### src/design/exec_subset_pkg.sv
// Purpose: shared constants for the instruction execution subset
// Assumes: 14-bit instruction words, 8-bit data path, 13-bit program counter
// Notes:   opcode encodings are this block's own decode map
package exec_subset_pkg;
  localparam int DATA_W = 8;
  localparam int PC_W   = 13;
  localparam int INSTR_W = 14;
  localparam int FADDR_W = 7;
  localparam int CALL_K_W = 11;
  localparam int PAGE_LO_BIT = 3;
  localparam int PAGE_HI_BIT = 4;
  localparam int DEST_BIT = 7;
  localparam logic [DATA_W-1:0] ZERO_BYTE = 8'h00;
  localparam logic [DATA_W-1:0] ONE_BYTE  = 8'h01;
  localparam logic [PC_W-1:0]   PC_ONE    = 13'h0001;
  localparam logic [PC_W-1:0]   PC_RESET  = 13'h0000;
  // opcode matches on the upper bits; watchdog clear matches the whole word
  localparam logic [13:0] OP_WDT_CLEAR = 14'h0064;
  localparam logic [13:0] OP_CLEAR_ACC = 14'h0100;
  localparam logic [5:0]  OP_CLEAR_REG = 6'h01;
  localparam logic [5:0]  OP_COMPL     = 6'h09;
  localparam logic [5:0]  OP_DEC       = 6'h03;
  localparam logic [5:0]  OP_DEC_SKIP  = 6'h0b;
  localparam logic [2:0]  OP_CALL      = 3'h4;
  localparam logic        CLR_REG_D    = 1'b1;

  typedef enum logic [2:0] {
    K_NONE  = 3'b000,
    K_WDT   = 3'b001,
    K_CALL  = 3'b010,
    K_COMPL = 3'b011,
    K_CLEAR_REG_INSTR  = 3'b100,
    K_CLEAR_ACCUM_INSTR  = 3'b101,
    K_DEC   = 3'b110,
    K_DSKIP = 3'b111
  } instr_kind_t;

  typedef enum logic [1:0] {
    ST_EXEC  = 2'b00,
    ST_FLUSH = 2'b01
  } exec_state_t;
endpackage

### src/design/exec_subset_decode.sv
// Purpose: classify a 14-bit instruction word into the handled kinds
// Assumes: word is stable during the execute cycle
// Notes:   purely combinational
module exec_subset_decode
  import exec_subset_pkg::*;
(
  input  wire logic [INSTR_W-1:0] instr_i, // instruction word
  output instr_kind_t             kind_o   // decoded kind
);
  always_comb begin
    kind_o = K_NONE;
    if (instr_i == OP_WDT_CLEAR) begin
      kind_o = K_WDT;
    end else if (instr_i[13:7] == OP_CLEAR_ACC[13:7]) begin
      kind_o = K_CLEAR_ACCUM_INSTR;
    end else if (instr_i[13:11] == OP_CALL) begin
      kind_o = K_CALL;
    end else if (instr_i[13:8] == OP_CLEAR_REG && instr_i[DEST_BIT] == CLR_REG_D) begin
      kind_o = K_CLEAR_REG_INSTR;
    end else if (instr_i[13:8] == OP_COMPL) begin
      kind_o = K_COMPL;
    end else if (instr_i[13:8] == OP_DEC) begin
      kind_o = K_DEC;
    end else if (instr_i[13:8] == OP_DEC_SKIP) begin
      kind_o = K_DSKIP;
    end
  end
endmodule

### src/design/exec_subset.sv
// Purpose: execute the watchdog clear, call, complement, clear and decrement group
// Assumes: file register operand arrives with the instruction; inputs synchronous
// Notes:   accumulator and status bits live here; stack and watchdog are neighbours
// Summary of operation
// - watchdog clear zeroes counter and prescaler
// - watchdog clear sets timeout and powerdown flags
// - call pushes program counter plus one
// - call loads 11-bit immediate into pc low
// - call takes pc high from page latch
// - call takes two cycles
// - complement writes inverted register to destination
// - destination bit 0 accumulator, 1 register
// - clear register writes zero, sets zero flag
// - decrement writes register minus one
// - clear accumulator writes zero, sets zero
// - decrement-skip stores decrement to destination
// - zero result discards next, two cycles
module exec_subset
  import exec_subset_pkg::*;
(
  input  wire logic                       core_clk_i,       // instruction cycle clock
  input  wire logic                       resetn_i,         // async reset, active low
  input  wire logic                       instr_valid_i,    // instruction present this cycle
  input  wire logic [INSTR_W-1:0]         instr_i,          // instruction word
  input  wire logic [DATA_W-1:0]          freg_data_i,      // addressed register contents
  input  wire logic [DATA_W-1:0]          page_latch_i,     // page latch register
  input  wire logic [PC_W-1:0]            pc_i,             // current program counter
  output logic                            busy_o,           // second cycle in progress
  output logic                            watchdog_clear_o, // clears counter and prescaler
  output logic                            stack_push_o,     // push strobe
  output logic [PC_W-1:0]                 stack_top_o,      // return address pushed
  output logic                            pc_load_o,        // pc load strobe
  output logic [PC_W-1:0]                 pc_target_o,      // new pc value
  output logic                            freg_we_o,        // register write strobe
  output logic [FADDR_W-1:0]              freg_addr_o,      // register write address
  output logic [DATA_W-1:0]               freg_wdata_o,     // register write data
  output logic [DATA_W-1:0]               accum_o,          // accumulator
  output logic                            zero_flag_o,      // zero status
  output logic                            timeout_flag_o,   // timeout status
  output logic                            powerdown_flag_o  // powerdown status
);
  instr_kind_t kind;
  exec_state_t state;
  exec_state_t next_state;
  logic        take;
  logic        dest_reg;
  logic [DATA_W-1:0] result;
  logic        writes_result;
  logic        sets_zero;

  exec_subset_decode u_decode (
    .instr_i (instr_i),
    .kind_o  (kind)
  );

  // new instructions are ignored while the flush cycle runs
  assign take     = instr_valid_i && (state == ST_EXEC);
  assign dest_reg = instr_i[DEST_BIT];
  assign busy_o   = (state == ST_FLUSH);

  always_comb begin
    result        = ZERO_BYTE;
    writes_result = 1'b0;
    sets_zero     = 1'b0;
    unique case (kind)
      K_COMPL: begin
        result        = ~freg_data_i;
        writes_result = 1'b1;
        sets_zero     = 1'b1;
      end
      K_DEC, K_DSKIP: begin
        result        = freg_data_i - ONE_BYTE;
        writes_result = 1'b1;
        sets_zero     = (kind == K_DEC);
      end
      K_CLEAR_REG_INSTR, K_CLEAR_ACCUM_INSTR: begin
        result        = ZERO_BYTE;
        writes_result = 1'b1;
        sets_zero     = 1'b1;
      end
      K_NONE, K_WDT, K_CALL: begin
        result        = ZERO_BYTE;
        writes_result = 1'b0;
        sets_zero     = 1'b0;
      end
    endcase
  end

  // call and a taken skip spend one more cycle discarding the fetched word
  always_comb begin
    next_state = ST_EXEC;
    if (take && kind == K_CALL) begin
      next_state = ST_FLUSH;
    end else if (take && kind == K_DSKIP && result == ZERO_BYTE) begin
      next_state = ST_FLUSH;
    end
  end

  always_ff @(posedge core_clk_i or negedge resetn_i) begin
    if (!resetn_i) begin
      state <= ST_EXEC;
    end else begin
      state <= next_state;
    end
  end

  always_ff @(posedge core_clk_i or negedge resetn_i) begin
    if (!resetn_i) begin
      accum_o      <= ZERO_BYTE;
      freg_we_o    <= 1'b0;
      freg_addr_o  <= '0;
      freg_wdata_o <= ZERO_BYTE;
    end else begin
      freg_we_o <= 1'b0;
      if (take && writes_result) begin
        if (kind == K_CLEAR_ACCUM_INSTR || (kind != K_CLEAR_REG_INSTR && !dest_reg)) begin
          accum_o <= result;
        end else begin
          freg_we_o    <= 1'b1;
          freg_addr_o  <= instr_i[FADDR_W-1:0];
          freg_wdata_o <= result;
        end
      end
    end
  end

  always_ff @(posedge core_clk_i or negedge resetn_i) begin
    if (!resetn_i) begin
      zero_flag_o      <= 1'b0;
      timeout_flag_o   <= 1'b1;
      powerdown_flag_o <= 1'b1;
    end else if (take) begin
      if (sets_zero) begin
        zero_flag_o <= (result == ZERO_BYTE);
      end
      if (kind == K_WDT) begin
        timeout_flag_o   <= 1'b1;
        powerdown_flag_o <= 1'b1;
      end
    end
  end

  always_ff @(posedge core_clk_i or negedge resetn_i) begin
    if (!resetn_i) begin
      watchdog_clear_o <= 1'b0;
      stack_push_o     <= 1'b0;
      stack_top_o      <= PC_RESET;
      pc_load_o        <= 1'b0;
      pc_target_o      <= PC_RESET;
    end else begin
      watchdog_clear_o <= take && (kind == K_WDT);
      stack_push_o     <= 1'b0;
      pc_load_o        <= 1'b0;
      if (take && kind == K_CALL) begin
        stack_push_o <= 1'b1;
        stack_top_o  <= pc_i + PC_ONE;
        pc_load_o    <= 1'b1;
        pc_target_o  <= {page_latch_i[PAGE_HI_BIT:PAGE_LO_BIT],
                         instr_i[CALL_K_W-1:0]};
      end
    end
  end
endmodule

### config.mk
export PLATFORM = sky130hd
export DESIGN_NAME = exec_subset
export DESIGN_NICKNAME = d
export VERILOG_FILES = /design/src/design/exec_subset_pkg.sv /design/src/design/exec_subset_decode.sv /design/src/design/exec_subset.sv
export SDC_FILE = /design/constraint.sdc
export NUM_CORES = 1
export LEC_CHECK = 0
export ABC_AREA = 1
export BUFFER_PORTS_ARGS = -buffer_cell sky130_fd_sc_hd__buf_4
export CAP_MARGIN = 25
export CORE_UTILIZATION = 30
export DETAILED_ROUTE_END_ITERATION = 8
export PLACE_DENSITY = 0.63
export SYNTH_ARGS = -nofsm -noshare
export SYNTH_HDL_FRONTEND = slang
export SYNTH_SLANG_ARGS = --single-unit
### constraint.sdc
create_clock -name core_clk_i -period 1.83 [get_ports core_clk_i]
set_clock_uncertainty 0.2 [all_clocks]
set_input_delay 0.0915 -clock core_clk_i [delete_from_list [all_inputs] [get_ports core_clk_i]]
set_output_delay 0.0915 -clock core_clk_i [all_outputs]
set_load 0.02 [all_outputs]
* Yosys cells after proc, flatten, opt, wreduce, memory -nomap -nowiden *
Cells that the tools add are included.

word-level totals
  logic and storage cells = 66
  flip-flop bits (word level) = 55
  input port bits = 46

cells by class
  mux-type cells = 15
  bitwise logic cells = 2
  eq/ne operators = 16
  reductions and logical operators = 21
  add/sub/neg operators = 2

operators by type and width
  operator               count
  $pmux 8 s3             1
  $mux 3                 7
  $eq 3x3->1 const B     5
  $eq 14x7->1 const B    1
  $add 13x1->13 const B  1
  $eq 6x4->1 const B     2
  $reduce_or 5->1        2
  $logic_and 1x1->1      8
  $logic_not 8->1        1
  $not 8->8              1
  $sub 8x1->8 const B    1
  $eq 7x2->1 const B     1
  $eq 3x2->1 const B     2
  $eq 6x1->1 const B     1
  $eq 6x2->1 const B     1
  $reduce_and 2->1       3
  $reduce_or 3->1        2
  $mux 1                 5
  $eq 3x1->1 const B     1
  $logic_not 3->1        1
  $ne 3x3->1 const B     1
  $pmux 1 s3             1
  $eq 2x1->1 const B     1
  $logic_not 2->1        1
  other kinds (5)        5

* Logic depth before layout (Yosys ltp) *
Gate-level depths: netlist of the first run.

  depth in word-level cells = 15
  mapped depth = 11
  gate-level depth less buffers = 11

* Hierarchy *
Synthesis of the first run repeated with hierarchy kept, for this count alone.

second synthesis, totals
  cells, all modules = 342
  area total of the unflattened synthesis = 2716.4 µm²

modules (own cells, without submodules)
  module              times used  area an instance (µm²)  sequential area each (µm²)  cells an instance
  exec_subset         1           2567.5                  1351.3                      307
  exec_subset_decode  1           148.9                   0.0                         35

* Worst setup path after synthesis of the first run *
OpenSTA, ideal clock, no wires.

  path type = reg-to-reg
  start point = register state[0]
  end point = register accum_o[0]
  buffers on the path = 1
  arrival time = 1237 ps
  cell stages (with the launch flop) = 10
  clock period less this slack = 1558 ps
  setup slack = 272 ps
  cell sequence = dfrtp_1 -> nor2_1 -> inv_1 -> nor2_4 -> inv_2 -> nor2_2 -> inv_2 -> buf_6 -> nand2_1 -> o21ai_2

between the ends
  word-level cells in the longest chain between the ends = 4

RTL lines
  element                            line                source
  start, declared                    exec_subset.sv:43   exec_state_t state;
  start signal, assigned             exec_subset.sv:103  state <= next_state;
  $logic_not 2->1                    exec_subset.sv:57   assign take = instr_valid_i && (state == ST_EXEC);
  $logic_and 1x1->1                  exec_subset.sv:57
  $logic_and 1x1->1                  exec_subset.sv:115  if (take && writes_result) begin
  $reduce_and 2->1 (no source line)  n/a
  end signal, assigned               exec_subset.sv:117  accum_o <= result;
  end, declared                      exec_subset.sv:37   output logic [DATA_W-1:0] accum_o,

Every way passes these cells.
A chain may end at the register's enable or synchronous reset.

* Worst setup path after layout of the first run *
  start point = input freg_data_i[1]
  end point = register state[0]

between the ends
  word-level cells in the longest chain between the ends = 6
  elaborated cells on any way between the ends = 7
  classes of those cells = add/sub (1); mux (3); bitwise (1); reduce/logical (2)

RTL lines
  element                                          line                                  source
  start, declared                                  exec_subset.sv:25                     input wire logic [DATA_W-1:0] freg_data_i,
  $sub 8x1->8 / $not 8->8 (equally long branches)  exec_subset.sv:72, exec_subset.sv:67
  $pmux 8 s3 (*)                                   exec_subset.sv:65                     unique case (kind)
  $logic_not 8->1 (*)                              exec_subset.sv:94                     end else if (take && kind == K_DSKIP && result == ZERO_BYTE) begin
  $logic_and 1x1->1 (*)                            exec_subset.sv:94
  $mux 1 (*)                                       exec_subset.sv:94
  $mux 1 (*)                                       exec_subset.sv:92                     if (take && kind == K_CALL) begin
  named net next_state[0]                          exec_subset.sv:44                     exec_state_t next_state;

Mark *: on every way through the listed nets, which the timed path passes. The rest lies on a longest branch.

==> results of run 1 <==
==> critical path, stage by stage <==
cell           delay (ns)
dlygate4sd3_1        0.54
buf_4                0.15
inv_1                0.05
ha_2                 0.22
nand3_1              0.09
nand2_1              0.07
nor2_1               0.04
nor2_2               0.12
nand3_1              0.10
nor2_2               0.15
nand3_1              0.08
nand2_1              0.07
==> routing by layer <==
layer  track usage, %  vias up  share of wire [%]
met4             3.33        0               0.63
met1             19.3     1168                 45
li1                 -     1307                  -
met2             25.7       91                 46
met5                0        -                  0
met3             5.23        6                8.2
==> power by group through the flow <==
stage               Sequential [mW]  Combinational (mW)  Clock, mW
finish                         1.43               0.877      0.824
global route                   1.45               0.957      0.911
detailed placement             1.45               0.831          0
floorplan                      1.64               0.227          0
CTS                            1.43               0.879      0.855
global placement               1.45               0.815          0
==> cell usage after synthesis <==
master	number	area [um2]
a21oi_1	2	10.0
buf_2	1	5.00
buf_4	3	22.5
buf_6	4	45.0
clkbuf_1	4	15.0
clkinv_1	1	3.75
conb_1	1	3.75
dfrtp_1	54	1350
ha_1	2	25.0
inv_1	41	154
inv_2	5	18.8
nand2_1	98	368
nand2_2	2	12.5
nand3_1	23	115
nand4_1	6	37.5
nor2_1	18	67.6
nor2_2	9	56.3
nor2_4	2	22.5
nor3_1	3	15.0
nor3_2	1	10.0
nor4_1	3	18.8
nor4_4	1	21.3
o21ai_0	22	110
o21ai_1	1	5.00
o21ai_2	22	193
xnor2_1	2	17.5
xor2_1	6	52.6
==> metrics by stage <==
stage / cell area [um2] / util, %
6_report: 4020 / 45.4
5_1_grt: 4020 / 45.4
4_1_cts: 3980 / 45.0
3_5_place_dp: 3580 / 40.4
3_3_place_gp: 3580 / 40.4
2_1_floorplan: 2780 / -
==> cell type report <==
type	count	area, um2	share of cell area (%)
clock buffers	6	82.6	2.06
clock inverters	1	30.0	0.747
inverters	47	179	4.45
multi-input cells	225	1180	29.5
flip-flops and latches	54	1350	33.6
well taps	108	135	3.36
repair buffers	131	1060	26.3
==> path summary, 6_finish.rpt <==
check	start	end	slack [ns]
max	freg_data_i[1]	state[0]	0.09
min	pc_i[4]	stack_top_o[4]	0.007
max reg2reg	state[0]	freg_wdata_o[2]	0.25
min reg2reg	stack_top_o[4]	stack_top_o[4]	0.29
max in group asynchronous	resetn_i	stack_top_o[3]	0.79
min in group asynchronous	resetn_i	freg_wdata_o[4]	0.17
==> flip-flops by register name, indices dropped and copies added (netlist names) <==
| signal | count |
|---|---|
| accum_o | 8 |
| freg_addr_o | 7 |
| freg_wdata_o | 8 |
| freg_we_o | 1 |
| pc_load_o | 1 |
| pc_target_o | 13 |
| stack_top_o | 13 |
| state | 1 |
| watchdog_clear_o | 1 |
| zero_flag_o | 1 |
==> kinds of logic (layout without fill, tap and decap cells) <==
group,after synthesis,in the layout
AO/OA/AOI/OAI,47,47
XOR/XNOR,8,8
adder cells (fa/ha/maj),2,2
buffers and inverters,59,185
flip-flops,54,54
other,1,2
AND/OR/NAND/NOR,166,166
==> what timing repair did <==
| item | in CTS | in global routing |
|---|---|---|
| hold buffers | 29 | 0 |
| buffers inserted | 0 | 2 |
| endpoints found under the setup margin | 0 | 21 |
| endpoints found under the hold margin | 89 | 0 |
| resized for setup | 0 | 8 |
==> results.json, run 1 <==
{
  "status": "finished with violations",
  "violations": "design-rule violations",
  "pre_cts_ws_ns": 0.129,
  "crit_required_ns": 1.87,
  "setup_slack_ns": 0.0875,
  "syn_avg_cell_area_um2": 8.24,
  "grt_pass1_wl_mm": 12.0,
  "swShare_pct": 30.6,
  "final_nets": 512,
  "synth-simple-area-share_pct": 26.8,
  "hold_class": "input pin to flop",
  "syn_inst": 337,
  "cts_buffers": 5,
  "cts-root-buf": "clkbuf_8",
  "post-place-cells": 534,
  "crit_fanout": 5,
  "n_antenna_cell": 0,
  "synth_seq_cells": 54,
  "synth_seq_area_share_pct": 48.7,
  "grt_usage_pct": 15.4,
  "p_per_area_nw_per_um2": 780,
  "synth_cell_types": 27,
  "setup_viol": 0,
  "antenna_found_initial": 0,
  "final_common_cell": "buf_4",
  "totalNegativeSetupSlack_ns": 0,
  "grt_pass1_vias": 2523,
  "clock_latency_ns": 0.30,
  "cts_htree_levels": 2,
  "reg2reg_depth": 8,
  "initial_core_util_pct": 31.4,
  "clk_pin_slew_ns": 0.09,
  "combPwrFrac_pct": 28.0,
  "startpoint_type": "input pin",
  "maxSlewViolCount": 0,
  "antenna_left": 0,
  "synthMuxAreaShare_pct": 0,
  "final_cell_mix": "102 x buf_4, 97 x nand2_1, 54 x dfrtp_1, 41 x inv_1, 29 x dlygate4sd3_1",
  "cts_tree": "done",
  "fin_crit_sh_pct": 95.2,
  "grt_overflow": 0,
  "grt_max_degree": 55,
  "rsz0062_at_grt": "true",
  "core_um2": 8850,
  "dieArea_um2": 9640,
  "hold_depth": 4,
  "drv_cap": 0,
  "worst_slew_pin_slew_ns": 0.698,
  "die_y_um": 98.2,
  "synth_top_family_by_area": "simple AND/OR/NAND/NOR gates",
  "fmax_mhz": 574,
  "place_congestion": 0.856,
  "rows": 34,
  "cellInternalPower_mw": 2.17,
  "endpoint_kind": "flop",
  "vdd.ir_drop.worst_mv": 0.386,
  "cts.sinks": 54,
  "avgRoutedWirePerCell_um": 12.5,
  "drcViolationCount": 7,
  "synthAdderAreaFrac_pct": 0.901,
  "power_mw": 3.13,
  "worst_slew_margin_rel_pct": 53.5,
  "io_pins": 103,
  "n_fill_cell": 852,
  "post-dp-hpwl_mm": 5.26,
  "critPathKind": "input pin to flop",
  "seq_power_share_pct": 45.7,
  "final_layout_size_suffix_gt1_share_pct": 33.6,
  "hold_viol_final": 0,
  "area_delta_synth_final_pct": 44.7,
  "p_leak_nw": 2.11,
  "hold_ws_ns": 0.00744,
  "netlist_area_um2": 2780,
  "via_count": 2572,
  "synth-compound-area-share_pct": 11.4,
  "synth_xor_xnor_area_share_pct": 2.52,
  "cp.arrival_ns": 1.78,
  "dr.pass1.iters": 8,
  "die_w_um": 98.2,
  "clk_path_buf_depth": 2,
  "min_period_ns": 1.74,
  "stdcell_count": 572,
  "yosys_warnings": 0,
  "clock_power_share_pct": 26.3,
  "drt_wl_total_mm": 7.15,
  "routed_via_density": 4.50,
  "drt_iter0_markers": 116,
  "port_buffers": 94,
  "switchingPower_mw": 0.960
}
(Power assumes the default switching activity.)
==> run 2, diff against run 1 <==
--- a/config.mk
+++ b/config.mk
@@ -11,5 +11,5 @@
 export CORE_UTILIZATION = 30
 export DETAILED_ROUTE_END_ITERATION = 8
-export PLACE_DENSITY = 0.63
+export PLACE_DENSITY_LB_ADDON = 0.12
 export SYNTH_ARGS = -nofsm -noshare
 export SYNTH_HDL_FRONTEND = slang
--- a/constraint.sdc
+++ b/constraint.sdc
@@ -3,3 +3,3 @@
 set_input_delay 0.0915 -clock core_clk_i [delete_from_list [all_inputs] [get_ports core_clk_i]]
 set_output_delay 0.0915 -clock core_clk_i [all_outputs]
-set_load 0.02 [all_outputs]
+set_load 0.05 [all_outputs]
==> run 2 against run 1 <==
The run still ends with design-rule violations left. Non-clock buffer count shrank 3. Sequential share of layout area is 0.26 points higher. Routed wire length is 4.0% lower. First-iteration DRC count fell by 19%. Sequential power about the same. Final area fell by 0.78%. Critical path type unchanged. Critical endpoint unchanged.
==> results.json, run 2 (synthesis results as in run 1) <==
{
  "status": "finished with violations",
  "violations": "design-rule violations",
  "worst_slew_margin_rel_pct": 52.5,
  "grt_max_degree": 55,
  "stdcell_area_um2": 3990,
  "startpoint_type": "input pin",
  "p_leak_nw": 2.10,
  "setup_viol": 0,
  "routed_via_density": 4.44,
  "clock_latency_ns": 0.30,
  "final_nets": 509,
  "reg2reg_slack_ns": 0.25,
  "rows": 34,
  "cts_buffers": 5,
  "worstPathCellList": "dlygate4sd3_1, buf_4, nand2_1, inv_1, nand2_1, nor2_1, nor2_2, nand3_1, nor2_1, nand3_1, nand2_1",
  "io_pins": 103,
  "swShare_pct": 37.7,
  "combPwrFrac_pct": 35.3,
  "port_buffers": 94,
  "cts.sinks": 54,
  "slowest_delay_ns": 0.55,
  "cellInternalPower_mw": 2.18,
  "startpoint": "instr_i[9]",
  "grt_pass1_wl_mm": 11.4,
  "antenna_found_initial": 0,
  "setup_slack_ns": 0.132,
  "hold_viol_final": 0,
  "antenna_left": 0,
  "dr.pass1.iters": 8,
  "critPathKind": "input pin to flop",
  "drcViolationCount": 7,
  "drv_cap": 0,
  "drt_wl_total_mm": 6.87,
  "clk_pin_slew_ns": 0.10,
  "cts-root-buf": "clkbuf_8",
  "placed_cell_area_um2": 3570,
  "critical_path_buf_inv_count": 3,
  "maxSlewViolCount": 0,
  "vdd.ir_drop.worst_mv": 0.477,
  "switchingPower_mw": 1.32,
  "dieArea_um2": 9640,
  "worst_slew_pin_slew_ns": 0.712,
  "cts_htree_levels": 2,
  "via_count": 2529,
  "totalNegativeSetupSlack_ns": 0,
  "die_w_um": 98.2,
  "post-dp-hpwl_mm": 5.02,
  "cts_setup_buffers": 0,
  "final_cell_mix": "99 x buf_4, 97 x nand2_1, 54 x dfrtp_1, 41 x inv_1, 29 x dlygate4sd3_1",
  "die_y_um": 98.2,
  "final_layout_size_suffix_gt1_share_pct": 33.0,
  "seq_power_share_pct": 40.9,
  "place_congestion": 0.827,
  "hold_class": "input pin to flop",
  "clock_power_share_pct": 23.8,
  "slowest_stage": "dlygate4sd3_1",
  "crit_top_cell": "nand2_1",
  "crit_required_ns": 1.88,
  "drt_iter0_markers": 94,
  "core_um2": 8850,
  "endpoint_kind": "flop",
  "path_delay_family": "simple AND/OR/NAND/NOR gates",
  "fin_crit_sh_pct": 92.8,
  "clk_path_buf_depth": 2,
  "avgRoutedWirePerCell_um": 12.1,
  "reg_top3": "pc_target_o x13, stack_top_o x13",
  "n_fill_cell": 907,
  "grt_usage_pct": 14.8,
  "grt_pass1_vias": 2475,
  "rsz0062_at_grt": "false",
  "cp.arrival_ns": 1.75,
  "stdcell_count": 569,
  "final_common_cell": "buf_4",
  "n_antenna_cell": 0,
  "area_delta_synth_final_pct": 43.6,
  "p_per_area_nw_per_um2": 877,
  "cts_tree": "done",
  "hp-start": "instr_valid_i",
  "pre_cts_ws_ns": 0.101,
  "post-place-cells": 533,
  "fmax_mhz": 589,
  "crit_fanout": 5,
  "initial_core_util_pct": 31.4,
  "min_period_ns": 1.70,
  "grt_overflow": 0,
  "regToRegStartpoint": "state[0]"
}
==> run 2: per-layer routing <==
metal | part of all wire, % | global-route usage [%] | vias up | routed length (um)
met5 | 0 | 0 | - | 0
met4 | 0.50 | 3.10 | 0 | 34
met3 | 7.7 | 5.08 | 4 | 528
met2 | 47 | 24.5 | 67 | 3210
met1 | 45 | 18.7 | 1155 | 3090
li1 | - | - | 1303 | -
==> run 2: repair_timing <==
item	CTS	global route
endpoints found under the setup margin	0	18
resized for setup	0	6
hold buffers	29	0
hold endpoints to repair	89	0
==> run 2: power groups by stage <==
stage / Sequential [mW] / Clock [mW] / Combinational, mW
after floorplan: 1.99 / 0 / 0.234
after global placement: 1.45 / 0 / 1.19
after detailed placement: 1.45 / 0 / 1.20
after CTS: 1.43 / 0.870 / 1.25
after global routing: 1.45 / 0.913 / 1.31
final: 1.43 / 0.833 / 1.24
==> run 2: cell type report <==
cell class | count | area [um2] | share of cell area (%)
Sequential cell | 54 | 1350 | 33.9
Multi-Input combinational cell | 225 | 1170 | 29.5
Timing Repair Buffer | 128 | 1030 | 25.9
Inverter | 47 | 179 | 4.49
Tap cell | 108 | 135 | 3.39
Clock buffer | 6 | 82.6 | 2.07
Clock inverter | 1 | 30.0 | 0.753
==> run 2: stage by stage <==
stage	util, %	total power [mW]	hold WS (ns)
after floorplan	-	2.22	-0.404
after global placement	40.4	2.64	-0.00837
after detailed placement	40.4	2.65	0.00206
after CTS	44.9	3.55	0.00291
after global routing	45.1	3.68	0.0498
final	45.1	3.50	0.00666
==> run 2: path summary, 6_finish.rpt <==
kind	end	cells after the start
worst max-delay path	state[0]	11
worst min-delay path	watchdog_clear_o	5
worst max register to register	freg_wdata_o[2]	8
worst min register to register	stack_top_o[9]	2
max in group asynchronous	freg_addr_o[4]	2
min in group asynchronous	freg_wdata_o[7]	2
==> run 2: tightest hold or removal path: stages <==
cell and delay [ns]:
buf_4 0.11, inv_1 0.04, nor2_1 0.04, inv_1 0.12, nor3_1 0.07
